$ cat config.mk
export PLATFORM = sky130hd
export DESIGN_NAME = fsps_sequencer
export DESIGN_NICKNAME = d
export VERILOG_FILES = /design/src/design/fsps_page_buf.v /design/src/design/fsps_sequencer.v
export VERILOG_INCLUDE_DIRS = /design/src /design/src/shared
export SDC_FILE = /design/constraint.sdc
export NUM_CORES = 1
export LEC_CHECK = 0
export ABC_AREA = 0
export BUFFER_PORTS_ARGS = -buffer_cell sky130_fd_sc_hd__buf_4
export CORE_UTILIZATION = 32
export CTS_CLUSTER_DIAMETER = 200
export CTS_CLUSTER_SIZE = 8
export DETAILED_ROUTE_END_ITERATION = 10
export PLACE_DENSITY = 0.55
export SETUP_SLACK_MARGIN = 0.3
export SYNTH_ARGS = -nofsm -noshare
export SYNTH_HDL_FRONTEND = slang
export SYNTH_SLANG_ARGS = --single-unit
$ cat constraint.sdc
create_clock -name clk -period 5.11 [get_ports clk]
set_input_delay 0.2555 -clock clk [delete_from_list [all_inputs] [get_ports clk]]
set_output_delay 0.2555 -clock clk [all_outputs]
set_load 0.03 [all_outputs]
$ cat src/shared/fsps_regs.vh
// Register map, command codes and timing for the flash self-program sequencer
`ifndef FSPS_REGS_VH
`define FSPS_REGS_VH

// ==========================================================================
// Register byte offsets
`define FSPS_ADDR_CTRL      8'h00
`define FSPS_ADDR_POINTER   8'h04
`define FSPS_ADDR_DATA_LO   8'h08
`define FSPS_ADDR_DATA_HI   8'h0C
`define FSPS_ADDR_STATUS    8'h10

// ==========================================================================
// Control codes and fields
`define FSPS_CODE_ERASE     8'h03
`define FSPS_CODE_LOAD      8'h01
`define FSPS_CODE_WRITE     8'h05
`define FSPS_CODE_NONE      8'h00
`define FSPS_CTRL_REENABLE  4

// ==========================================================================
// Status fields
`define FSPS_STAT_BUSY      0
`define FSPS_STAT_PENDING   1
`define FSPS_STAT_BUF_USED  2
`define FSPS_STAT_EE_BLOCK  3
`define FSPS_STAT_ERASING   4
`define FSPS_STAT_WRITING   5

// ==========================================================================
// Timing
`define FSPS_SPM_WINDOW     3'h4
`define FSPS_OP_TIME_US     3700
`define FSPS_CLK_MHZ        250
// OP_TIME_US times CLK_MHZ, sized to the counter
`define FSPS_OP_CYCLES      24'hE1D48
`define FSPS_CNT_W          24

// ==========================================================================
// Reset values and the erased-word read value
`define FSPS_RST_BYTE       8'h00
`define FSPS_RST_WORD       16'h0000
`define FSPS_ERASED_WORD    16'hFFFF

`endif

$ cat src/design/fsps_page_buf.v
// Temporary page buffer with per-word loaded flags
`timescale 1ns/1ns
`default_nettype none
`include "fsps_regs.vh"

module fsps_page_buf #(
    parameter WORD_BITS = 5
) (
    input  wire                 clk,
    input  wire                 rst_n,
    input  wire                 clr,
    input  wire                 wr_en,
    input  wire [WORD_BITS-1:0] wr_idx,
    input  wire [15:0]          wr_data,
    input  wire [WORD_BITS-1:0] rd_idx,
    output wire [15:0]          rd_data,
    output wire                 any_used
);
    localparam DEPTH = 1 << WORD_BITS;

    reg [15:0]      mem_r [0:DEPTH-1];
    reg [DEPTH-1:0] used_r;

    // ======================================================================
    // Storage
    // Only the flags are reset; a word without its flag reads as erased
    always @(posedge clk) begin
        if (!rst_n) begin
            used_r <= {DEPTH{1'b0}};
        end else if (clr) begin
            // Clear and load in one cycle: the new word survives
            used_r <= wr_en ? ({{(DEPTH-1){1'b0}}, 1'b1} << wr_idx)
                            : {DEPTH{1'b0}};
        end else if (wr_en && !used_r[wr_idx]) begin
            used_r[wr_idx] <= 1'b1;
        end
    end

    always @(posedge clk) begin
        if (wr_en && (clr || !used_r[wr_idx])) begin
            mem_r[wr_idx] <= wr_data;
        end
    end

    assign rd_data  = used_r[rd_idx] ? mem_r[rd_idx] : `FSPS_ERASED_WORD;
    assign any_used = |used_r;
endmodule

`default_nettype wire

$ cat src/design/fsps_sequencer.v
// Flash self-program sequencer: command window, page buffer, erase and write
`timescale 1ns/1ns
`default_nettype none
`include "fsps_regs.vh"

// Summary of operation
// Flash changes whole pages; erase before write
// Buffer loads one word per store-program
// Buffer words load in any order
// Code 03 plus store-program within four cycles erases
// Erase ignores data and non-page pointer bits
// CPU halted throughout page erase
// Code 01 plus store-program loads data word
// Buffer clears after write and on re-enable
// Any system reset clears the buffer
// Software loads each word at most once
// EEPROM write during loading discards buffer
// Code 05 plus store-program writes page
// Software zeroes non-page pointer bits on write
// CPU halted throughout page write
// Software uses same page for erase, write
// Software preserves unchanged words itself
// Store-program accepted from any flash location
// Each operation lasts 3.7 to 4.5 ms
// EEPROM write blocks all programming commands
// No store-program in window clears code
// Other codes change neither flash nor buffer
module fsps_sequencer #(
    parameter WORD_BITS = 5,
    parameter PAGE_BITS = 6,
    parameter [`FSPS_CNT_W-1:0] OP_CYCLES = `FSPS_OP_CYCLES
) (
    input  wire                 clk,
    input  wire                 rst_n,
    input  wire [7:0]           avs_address,
    input  wire                 avs_read,
    input  wire                 avs_write,
    input  wire [31:0]          avs_writedata,
    input  wire [3:0]           avs_byteenable,
    output reg  [31:0]          avs_readdata,
    output reg                  avs_waitrequest,
    input  wire                 spm_exec,
    input  wire                 eeprom_busy,
    output reg                  cpu_halt_r,
    output reg                  flash_erase_r,
    output reg                  flash_prog_we_r,
    output reg  [PAGE_BITS-1:0] flash_page_r,
    output reg  [WORD_BITS-1:0] flash_word_r,
    output reg  [15:0]          flash_data_r
);
    localparam ST_IDLE   = 2'b00;
    localparam ST_STREAM = 2'b01;
    localparam ST_TIMING = 2'b10;
    localparam PTR_W     = WORD_BITS + PAGE_BITS + 1;
    localparam [WORD_BITS-1:0] LAST_WORD = {WORD_BITS{1'b1}};

    // ======================================================================
    // Pointer field decode
    function [WORD_BITS-1:0] word_of;
        input [15:0] ptr;
        begin
            word_of = ptr[WORD_BITS:1];
        end
    endfunction

    function [PAGE_BITS-1:0] page_of;
        input [15:0] ptr;
        begin
            page_of = ptr[PTR_W-1:WORD_BITS+1];
        end
    endfunction

    // ======================================================================
    // State
    reg [7:0]            ctrl_r;
    reg [15:0]           ptr_r;
    reg [7:0]            data_lo_r;
    reg [7:0]            data_hi_r;
    reg [2:0]            win_r;
    reg [1:0]            state_r;
    reg [1:0]            state_nxt;
    reg                  writing_r;
    reg [`FSPS_CNT_W-1:0] op_cnt_r;
    reg [WORD_BITS-1:0]  idx_r;
    reg                  ee_prev_r;
    reg                  avs_wr_ack;

    wire                 bus_req;
    wire                 bus_wr;
    wire                 bus_rd;
    wire                 ctrl_wr;
    wire                 reenable_wr;
    wire                 spm_go;
    wire                 do_erase;
    wire                 do_load;
    wire                 do_write;
    wire                 ee_rise;
    wire                 buf_clr;
    wire                 buf_any;
    wire [15:0]          buf_rd_data;
    wire [7:0]           status_w;
    wire [31:0]          rd_mux;

    // ======================================================================
    // Avalon slave: answer one cycle after the request is seen
    assign bus_req = (avs_read || avs_write) && avs_waitrequest && !avs_wr_ack;
    assign bus_wr  = bus_req && avs_write;
    assign bus_rd  = bus_req && avs_read;
    assign ctrl_wr = bus_wr && avs_address == `FSPS_ADDR_CTRL
                     && avs_byteenable[0];
    assign reenable_wr = ctrl_wr && avs_writedata[`FSPS_CTRL_REENABLE];

    assign status_w = {2'b00,
                       state_r != ST_IDLE && writing_r,
                       state_r != ST_IDLE && !writing_r,
                       eeprom_busy,
                       buf_any,
                       win_r != 3'h0,
                       state_r != ST_IDLE};

    assign rd_mux =
        (avs_address == `FSPS_ADDR_CTRL)    ? {24'h000000, ctrl_r}    :
        (avs_address == `FSPS_ADDR_POINTER) ? {16'h0000, ptr_r}       :
        (avs_address == `FSPS_ADDR_DATA_LO) ? {24'h000000, data_lo_r} :
        (avs_address == `FSPS_ADDR_DATA_HI) ? {24'h000000, data_hi_r} :
        (avs_address == `FSPS_ADDR_STATUS)  ? {24'h000000, status_w}  :
        32'h00000000;

    always @(posedge clk) begin
        if (!rst_n) begin
            avs_waitrequest <= 1'b1;
            avs_wr_ack      <= 1'b0;
            avs_readdata    <= 32'h00000000;
        end else begin
            avs_wr_ack      <= bus_req;
            avs_waitrequest <= !bus_req;
            if (bus_rd) begin
                avs_readdata <= rd_mux;
            end
        end
    end

    // ======================================================================
    // Pointer and data registers
    always @(posedge clk) begin
        if (!rst_n) begin
            ptr_r     <= `FSPS_RST_WORD;
            data_lo_r <= `FSPS_RST_BYTE;
            data_hi_r <= `FSPS_RST_BYTE;
        end else if (bus_wr) begin
            if (avs_address == `FSPS_ADDR_POINTER) begin
                if (avs_byteenable[0]) begin
                    ptr_r[7:0] <= avs_writedata[7:0];
                end
                if (avs_byteenable[1]) begin
                    ptr_r[15:8] <= avs_writedata[15:8];
                end
            end
            if (avs_address == `FSPS_ADDR_DATA_LO && avs_byteenable[0]) begin
                data_lo_r <= avs_writedata[7:0];
            end
            if (avs_address == `FSPS_ADDR_DATA_HI && avs_byteenable[0]) begin
                data_hi_r <= avs_writedata[7:0];
            end
        end
    end

    // ======================================================================
    // Command window
    // The core may issue its store-program from any fetch address,
    // so no address qualifies spm_exec here
    assign spm_go   = spm_exec && win_r != 3'h0 && state_r == ST_IDLE
                      && !eeprom_busy;
    assign do_erase = spm_go && ctrl_r == `FSPS_CODE_ERASE;
    assign do_load  = spm_go && ctrl_r == `FSPS_CODE_LOAD;
    assign do_write = spm_go && ctrl_r == `FSPS_CODE_WRITE;

    always @(posedge clk) begin
        if (!rst_n) begin
            ctrl_r <= `FSPS_CODE_NONE;
            win_r  <= 3'h0;
        end else if (ctrl_wr) begin
            ctrl_r <= avs_writedata[7:0];
            win_r  <= `FSPS_SPM_WINDOW;
        end else if (spm_exec && win_r != 3'h0) begin
            // Consumed whether or not the code was valid
            ctrl_r <= `FSPS_CODE_NONE;
            win_r  <= 3'h0;
        end else if (win_r == 3'h1) begin
            ctrl_r <= `FSPS_CODE_NONE;
            win_r  <= 3'h0;
        end else if (win_r != 3'h0) begin
            win_r <= win_r - 3'h1;
        end
    end

    // ======================================================================
    // Temporary page buffer
    always @(posedge clk) begin
        if (!rst_n) begin
            ee_prev_r <= 1'b0;
        end else begin
            ee_prev_r <= eeprom_busy;
        end
    end

    assign ee_rise = eeprom_busy && !ee_prev_r;
    assign buf_clr = reenable_wr
                     || (ee_rise && buf_any)
                     || (state_r == ST_TIMING && writing_r
                         && op_cnt_r == {`FSPS_CNT_W{1'b0}});

    fsps_page_buf #(
        .WORD_BITS (WORD_BITS)
    ) u_buf (
        .clk      (clk),
        .rst_n    (rst_n),
        .clr      (buf_clr),
        .wr_en    (do_load),
        .wr_idx   (word_of(ptr_r)),
        .wr_data  ({data_hi_r, data_lo_r}),
        .rd_idx   (idx_r),
        .rd_data  (buf_rd_data),
        .any_used (buf_any)
    );

    // ======================================================================
    // Operation sequencer
    always @* begin
        state_nxt = state_r;
        case (state_r)
            ST_IDLE: begin
                if (do_write) begin
                    state_nxt = ST_STREAM;
                end else if (do_erase) begin
                    state_nxt = ST_TIMING;
                end
            end
            ST_STREAM: begin
                if (idx_r == LAST_WORD) begin
                    state_nxt = ST_TIMING;
                end
            end
            ST_TIMING: begin
                if (op_cnt_r == {`FSPS_CNT_W{1'b0}}) begin
                    state_nxt = ST_IDLE;
                end
            end
            default: begin
                state_nxt = ST_IDLE;
            end
        endcase
    end

    always @(posedge clk) begin
        if (!rst_n) begin
            state_r         <= ST_IDLE;
            writing_r       <= 1'b0;
            op_cnt_r        <= {`FSPS_CNT_W{1'b0}};
            idx_r           <= {WORD_BITS{1'b0}};
            cpu_halt_r      <= 1'b0;
            flash_erase_r   <= 1'b0;
            flash_prog_we_r <= 1'b0;
            flash_page_r    <= {PAGE_BITS{1'b0}};
            flash_word_r    <= {WORD_BITS{1'b0}};
            flash_data_r    <= `FSPS_RST_WORD;
        end else begin
            state_r         <= state_nxt;
            flash_erase_r   <= 1'b0;
            flash_prog_we_r <= 1'b0;
            case (state_r)
                ST_IDLE: begin
                    idx_r <= {WORD_BITS{1'b0}};
                    // Full count minus one so the timing phase lasts OP_CYCLES
                    op_cnt_r <= OP_CYCLES - 1'b1;
                    if (do_erase || do_write) begin
                        // Only the page field is used; data ignored
                        flash_page_r <= page_of(ptr_r);
                        cpu_halt_r   <= 1'b1;
                        writing_r    <= do_write;
                        flash_erase_r <= do_erase;
                    end
                end
                ST_STREAM: begin
                    // Whole buffer goes out, so the page is whole
                    flash_prog_we_r <= 1'b1;
                    flash_word_r    <= idx_r;
                    flash_data_r    <= buf_rd_data;
                    idx_r           <= idx_r + 1'b1;
                end
                ST_TIMING: begin
                    if (op_cnt_r == {`FSPS_CNT_W{1'b0}}) begin
                        cpu_halt_r <= 1'b0;
                    end else begin
                        op_cnt_r <= op_cnt_r - 1'b1;
                    end
                end
                default: begin
                    cpu_halt_r <= 1'b0;
                end
            endcase
        end
    end
endmodule

`default_nettype wire

; ---- After elaboration in Yosys (flattened, before gate mapping)
; Memories as Yosys holds them, arrays and structs flattened. A register that Yosys moved wholly into a read port is not among the register bits.
; Cells that the tools add are included.
[totals]
register_bits = 172
ram_bits = 512
out_inout_bits = 63
elab_cells = 143
mem_count = 1
[memory_table]
columns = memory, words, word_bits, read_ports, rd_ports_with_merged_regs, wr, line
row1 = u_buf.mem_r, 32, 16, 1, 1, 1, fsps_page_buf.v:21  ; reg [15:0] mem_r [0:DEPTH-1];
[classes]
addsub = 3
n_lt_le_gt_ge = 3
n_eq_ne = 16
n_shift = 1
muxes = 38
bitwise = 3
reduce_logical = 56
[op_table]
columns = cell, n
row1 = 32-bit two-way mux, 3
row2 = 16-bit two-way mux, 3
row3 = 24-bit one-hot mux with 2 select lines, 1
row4 = 8-bit two-way mux, 5
row5 = 32-bit OR, 1
row6 = 32-bit OR reduction, 1
row7 = "1-bit by 5-bit left shift with 32-bit output, first input constant", 1
row8 = 1-bit logical AND, 24
row9 = 24-bit logical NOT, 1
row10 = 24-bit two-way mux, 1
row11 = "24-bit by 1-bit subtractor with 24-bit output, second input constant", 1
row12 = "8-bit by 3-bit equality test with 1-bit output, second input constant", 2
row13 = "8-bit by 4-bit equality test with 1-bit output, second input constant", 2
row14 = 3-bit AND reduction, 5
row15 = "5-bit by 6-bit < comparator with 1-bit output, second input constant", 2
row16 = 3-bit two-way mux, 4
row17 = 1-bit binary-select mux with 5-bit select, 2
row18 = 5-bit two-way mux, 2
row19 = 5-bit one-hot mux with 2 select lines, 1
row20 = "8-bit by 1-bit equality test with 1-bit output, second input constant", 1
row21 = "8-bit by 2-bit equality test with 1-bit output, second input constant", 1
row22 = "8-bit by 5-bit equality test with 1-bit output, second input constant", 1
row23 = 8-bit logical NOT, 1
row24 = 1-bit two-way mux, 8
row25 = 24 further kinds, 46

; ---- Logic depth before layout (Yosys ltp)
[depth]
ltp_word = 13
depth_mapped = 12
ltp_nobuf = 8

; ---- By module
; A second synthesis with hierarchy kept.
[unflattened]
hier_cells = 1840
hier_area_um2 = 27027.2
[modules_own_cells]
columns = mod, n_inst, cells_per_inst, area_each_um2
row1 = fsps_page_buf, 1, 1216, 21584.5
row2 = fsps_sequencer, 1, 624, 5442.7

; ---- Least setup slack after synthesis
; OpenSTA, ideal clock, no wires.
[synth_path]
kind = reg-to-reg
start = register ptr_r[1]
end = memory u_buf.mem_r[6][0] (enable)
setup_ps = 409
arrival_time_ps = 3337
slack_ps = 1364
stages_incl_launch_ff = 10
path_buffers = 3
period_less_slack_ps = 3746
path_cell_list = dfxtp_1 -> clkbuf_1 -> mux4_2 -> mux2_2 -> mux2i_1 -> o21bai_1 -> and2_4 -> buf_6 -> buf_6 -> nor3_1
[synth_via]
elab_chain_cells = 7
[synth_rtl]
columns = item, line
row1 = from (decl), fsps_sequencer.v:76  ; reg [15:0] ptr_r;
row2 = from (signal assigned), fsps_sequencer.v:147  ; ptr_r <= `FSPS_RST_WORD;
row3 = from (signal assigned), fsps_sequencer.v:153  ; ptr_r[7:0] <= avs_writedata[7:0];
row4 = 1-bit binary-select mux with 5-bit select, fsps_page_buf.v:40  ; if (wr_en && (clr || !used_r[wr_idx])) begin
row5 = 1-bit two-way mux (not written as such), fsps_page_buf.v:40
row6 = 1-bit logical NOT, fsps_page_buf.v:40
row7 = 1-bit logical OR, fsps_page_buf.v:40
row8 = 1-bit logical AND, fsps_page_buf.v:40
row9 = 1-bit two-way mux, fsps_page_buf.v:40
row10 = 1-bit two-way mux (not written as such), fsps_page_buf.v:41  ; mem_r[wr_idx] <= wr_data;
row11 = to (decl), fsps_page_buf.v:21
; Parallel ways exist; a longest one is shown, timed or not. The select of a mux whose other input is x is not followed.

; ---- Worst setup path in the final report
[layout_path]
start = register ptr_r[1]
end = memory u_buf.mem_r[19][11] (enable)
; The elaborated chain is that of the path after synthesis.

==> results by group <==
Global route
  • Pin count of the biggest net entering global routing: 75
  • Global-route wire length before repair: 109 mm
  • Vias in the first global route: approximately 17,000
  • All-Layer GR Usage: 0.167
  • Initial antenna violation count: 1
  • Grt total ovfl: 0

Setup path
  • Worst R2R Setup Slack: 1.47 ns
  • FF-to-FF End: u_buf.mem_r[19][11]
  • R2r startpoint: ptr_r[1]
  • CP Max Fanout: 22
  • Endpoint type of the worst setup path: register
  • Worst EP arrival: ~4 ns
  • Slowest cell on crit path: dfxtp_1
  • Buf/Inv on CP: 1
  • Slowest stage delay, CP: 0.97 ns
  • Critical Path RT: 5.42 ns
  • Critical path type: register to register
  • Crit start category: register
  • R2R cell count: 7
  • Critical path cell sequence: mux4_2 > mux2_2 > mux2i_1 > o21bai_1 > and2_4 > nor3_2 > buf_4
  • Family with the most delay on the worst path: multiplexers

Die
  • IO Count: 113
  • Die width: 296 µm
  • Die height: 296 µm
  • Core ar.: 0.0853 mm²
  • # rows: 107
  • DIE AREA: slightly below 0.09 mm²
  • Initial core utilization: 0.324

Yosys
  • Cell Area, Synth: 0.0276 mm²
  • Fraction of registers with async set/reset: 0
  • Most common cell in the netlist: edfxtp_1
  • Synth area leaders: edfxtp_1 56%, dfxtp_1 12%, mux2i_1 7.1%
  • Post-synth cell types: 70
  • Post-synth top cells: 512 x edfxtp_1, 195 x mux2i_1, 170 x nor2_1, 161 x dfxtp_1, 98 x nand2_1
  • Cell taking the most area after synthesis: edfxtp_1
  • Seq cells post-synth: 673
  • Post-synth top area share: 0.557
  • Synth Instances: approximately 1,900
  • Ys flop type: edfxtp_1
  • Count of flip-flops with a built-in enable after synthesis: 512
  • Warnings from Yosys: 0
  • Synth Area per Inst: 14.3 µm²
  • Register area share after synthesis: 0.674

Power and ir drop
  • Leak: 9.76 nW
  • Power per cell area: ~360 mW/mm²
  • Worst VDD drop: 0.227 mV

Hold path
  • Hold EP: op_cnt_r[15]
  • Worst Hold Class: input pin to register
  • Hold path depth: 2
  • Hold path start: rst_n

Detailed routing
  • Final WL: approximately 74 mm
  • # DRC: 0
  • Via density: 5.26
  • WL/cell: ~23 µm
  • TritonRoute pass-1 iters: 5
  • DRT iter0 DRCs: 1,457
  • Vias: ~17,000
  • Post-route ant nets: 0

Finish
  • Sequential cell area: 0.0186 mm²
  • Share of cells above drive strength 1: 0.168
  • Area grow syn2layout: 17.9%
  • Fillers: 7,977
  • Nets: ~2,100
  • Area of the multi-input gates: approximately 0.0085 mm²
  • Non-filler cells, final: 3,275
  • ANT cells: 0
  • Finished Cell Area: between 0.03 and 0.04 mm²
  • Util after Layout: 0.382

Clock network
  • Clock-pin transition on the worst setup and hold timing paths: 0.05 ns
  • CTS sink count: 673
  • Clock tree buffer depth: 3
  • Worst skew pair latency: around 0.63 ns
  • H-tree depth reported by CTS: 3
  • CTS tree: built
  • Clock root buffer: clkbuf_16
  • Post-CTS setup buffers: 0
  • Inserted Clock Buffers: 94

STA
  • Max Clk Rate: roughly 280 MHz
  • Setup violators final: 0
  • Slew Viols, Final: 0
  • Final min period: 3.64 ns
  • Clock skew: roughly 0.031 ns
  • Fin Hold WS: 0.0479 ns
  • Worst-Margin Slew: 1.19 ns
  • Fin crit share: 0.711
  • Slew margin rel.: 0.201
  • Unrepaired setup endpoints after global routing: no
  • Final hold vios: 0
  • Setup tns final: 0 ns

Place
  • PortBufs: 78
  • Gpl congestion: ~0.86
  • DP Wirelength: 46.0 mm
  • Cell Area, Placed: roughly 0.030 mm²
  • Placed Instances: ~3,100

Run status
  • Outcome: complete, no violations

Run
  • Max-Cap Viols: 0
==> layer usage <==
metal  vias to the layer above  share of wire  track usage
met5                         -              0            0
met4                         0          0.020       0.0420
met3                       100          0.060       0.0265
met2                       593           0.50        0.286
met1                      8766           0.42        0.221
li1                       7760              -            -
==> sequential cells by signal, indices dropped and copies added, names as in the netlist, 2 cells and up, named ones only <==
name and count:
avs_readdata 16, ctrl_r 8, data_hi_r 8, data_lo_r 8, flash_data_r 16, flash_page_r 6, flash_word_r 5, idx_r 5
op_cnt_r 24, ptr_r 16, state_r 2, u_buf.mem_r 512, u_buf.used_r 32, win_r 3
==> cell families after synthesis <==
logic type | share of synthesized area
compound gates | 0.0773
simple gates | 0.0873
flops | 0.674
other cells | 0.000136
fa+ha+maj | 0.00272
xor+xnor | 0.00539
buf+inv | 0.0254
mux | 0.128
==> through the flow <==
step	setup WS [ns]	total power (W)
5_1_grt	1.29	0.0122
2_1_floorplan	1.36	0.00610
3_5_place_dp	1.48	0.00616
6_report	1.47	0.0118
4_1_cts	1.45	0.0119
3_3_place_gp	1.56	0.00615
==> timing repair <==
item | in CTS | in global routing
hold endpoints to repair | 44 | 0
hold buffers | 22 | 0
resized for setup | 0 | 0
==> report_power, final <==
part / internal, W / switching [W]
clock network: 0.00348 / 0.00224
registers: 0.00583 / 0.0000112
logic: 0.0000840 / 0.000151
total: 0.00940 / 0.00240
==> cells in the final DEF, fill, tap and decap left out, types with 6 or more instances in the layout <==
cell type      count
edfxtp_1         512
mux2i_1          195
nor2_1           170
dfxtp_1          158
buf_4            142
nand2_1           98
clkbuf_16         97
a21oi_1           79
mux4_2            66
clkbuf_1          57
o21ai_0           50
a221oi_1          49
a31oi_1           49
nor3_1            46
nand3_1           45
a22oi_1           27
dlygate4sd3_1     22
or4_1             17
nor2b_1           16
nor3_2            16
conb_1            16
o221ai_1          15
nor4_1            14
inv_1             12
xor2_1            10
nand4_1            9
mux2_2             9
and2_1             9
and3_1             8
nand2b_1           8
nand3b_1           7
xnor2_1            7
o211ai_1           7
a22o_1             7
ha_1               6
==> worst max path at each step <==
stage                   from             endpoint  cells past startpoint
floorplan           ptr_r[1]    u_buf.mem_r[6][0]                      9
global placement    ptr_r[1]   u_buf.mem_r[19][2]                      7
detailed placement  ptr_r[1]   u_buf.mem_r[19][2]                      7
CTS                 ptr_r[1]  u_buf.mem_r[19][11]                      7
global route        ptr_r[1]  u_buf.mem_r[19][11]                      7
finish              ptr_r[1]  u_buf.mem_r[19][11]                      7
==> layout make-up <==
cell class                 count  share of cell area
clock buffer                 154              0.0811
multi-input combinational   1121               0.260
tap                         1144              0.0440
timing repair buffer         166              0.0407
clock inverter                 4             0.00142
inverter                      13             0.00154
sequential                   673               0.572
Power figures use the tool's default switching activity.
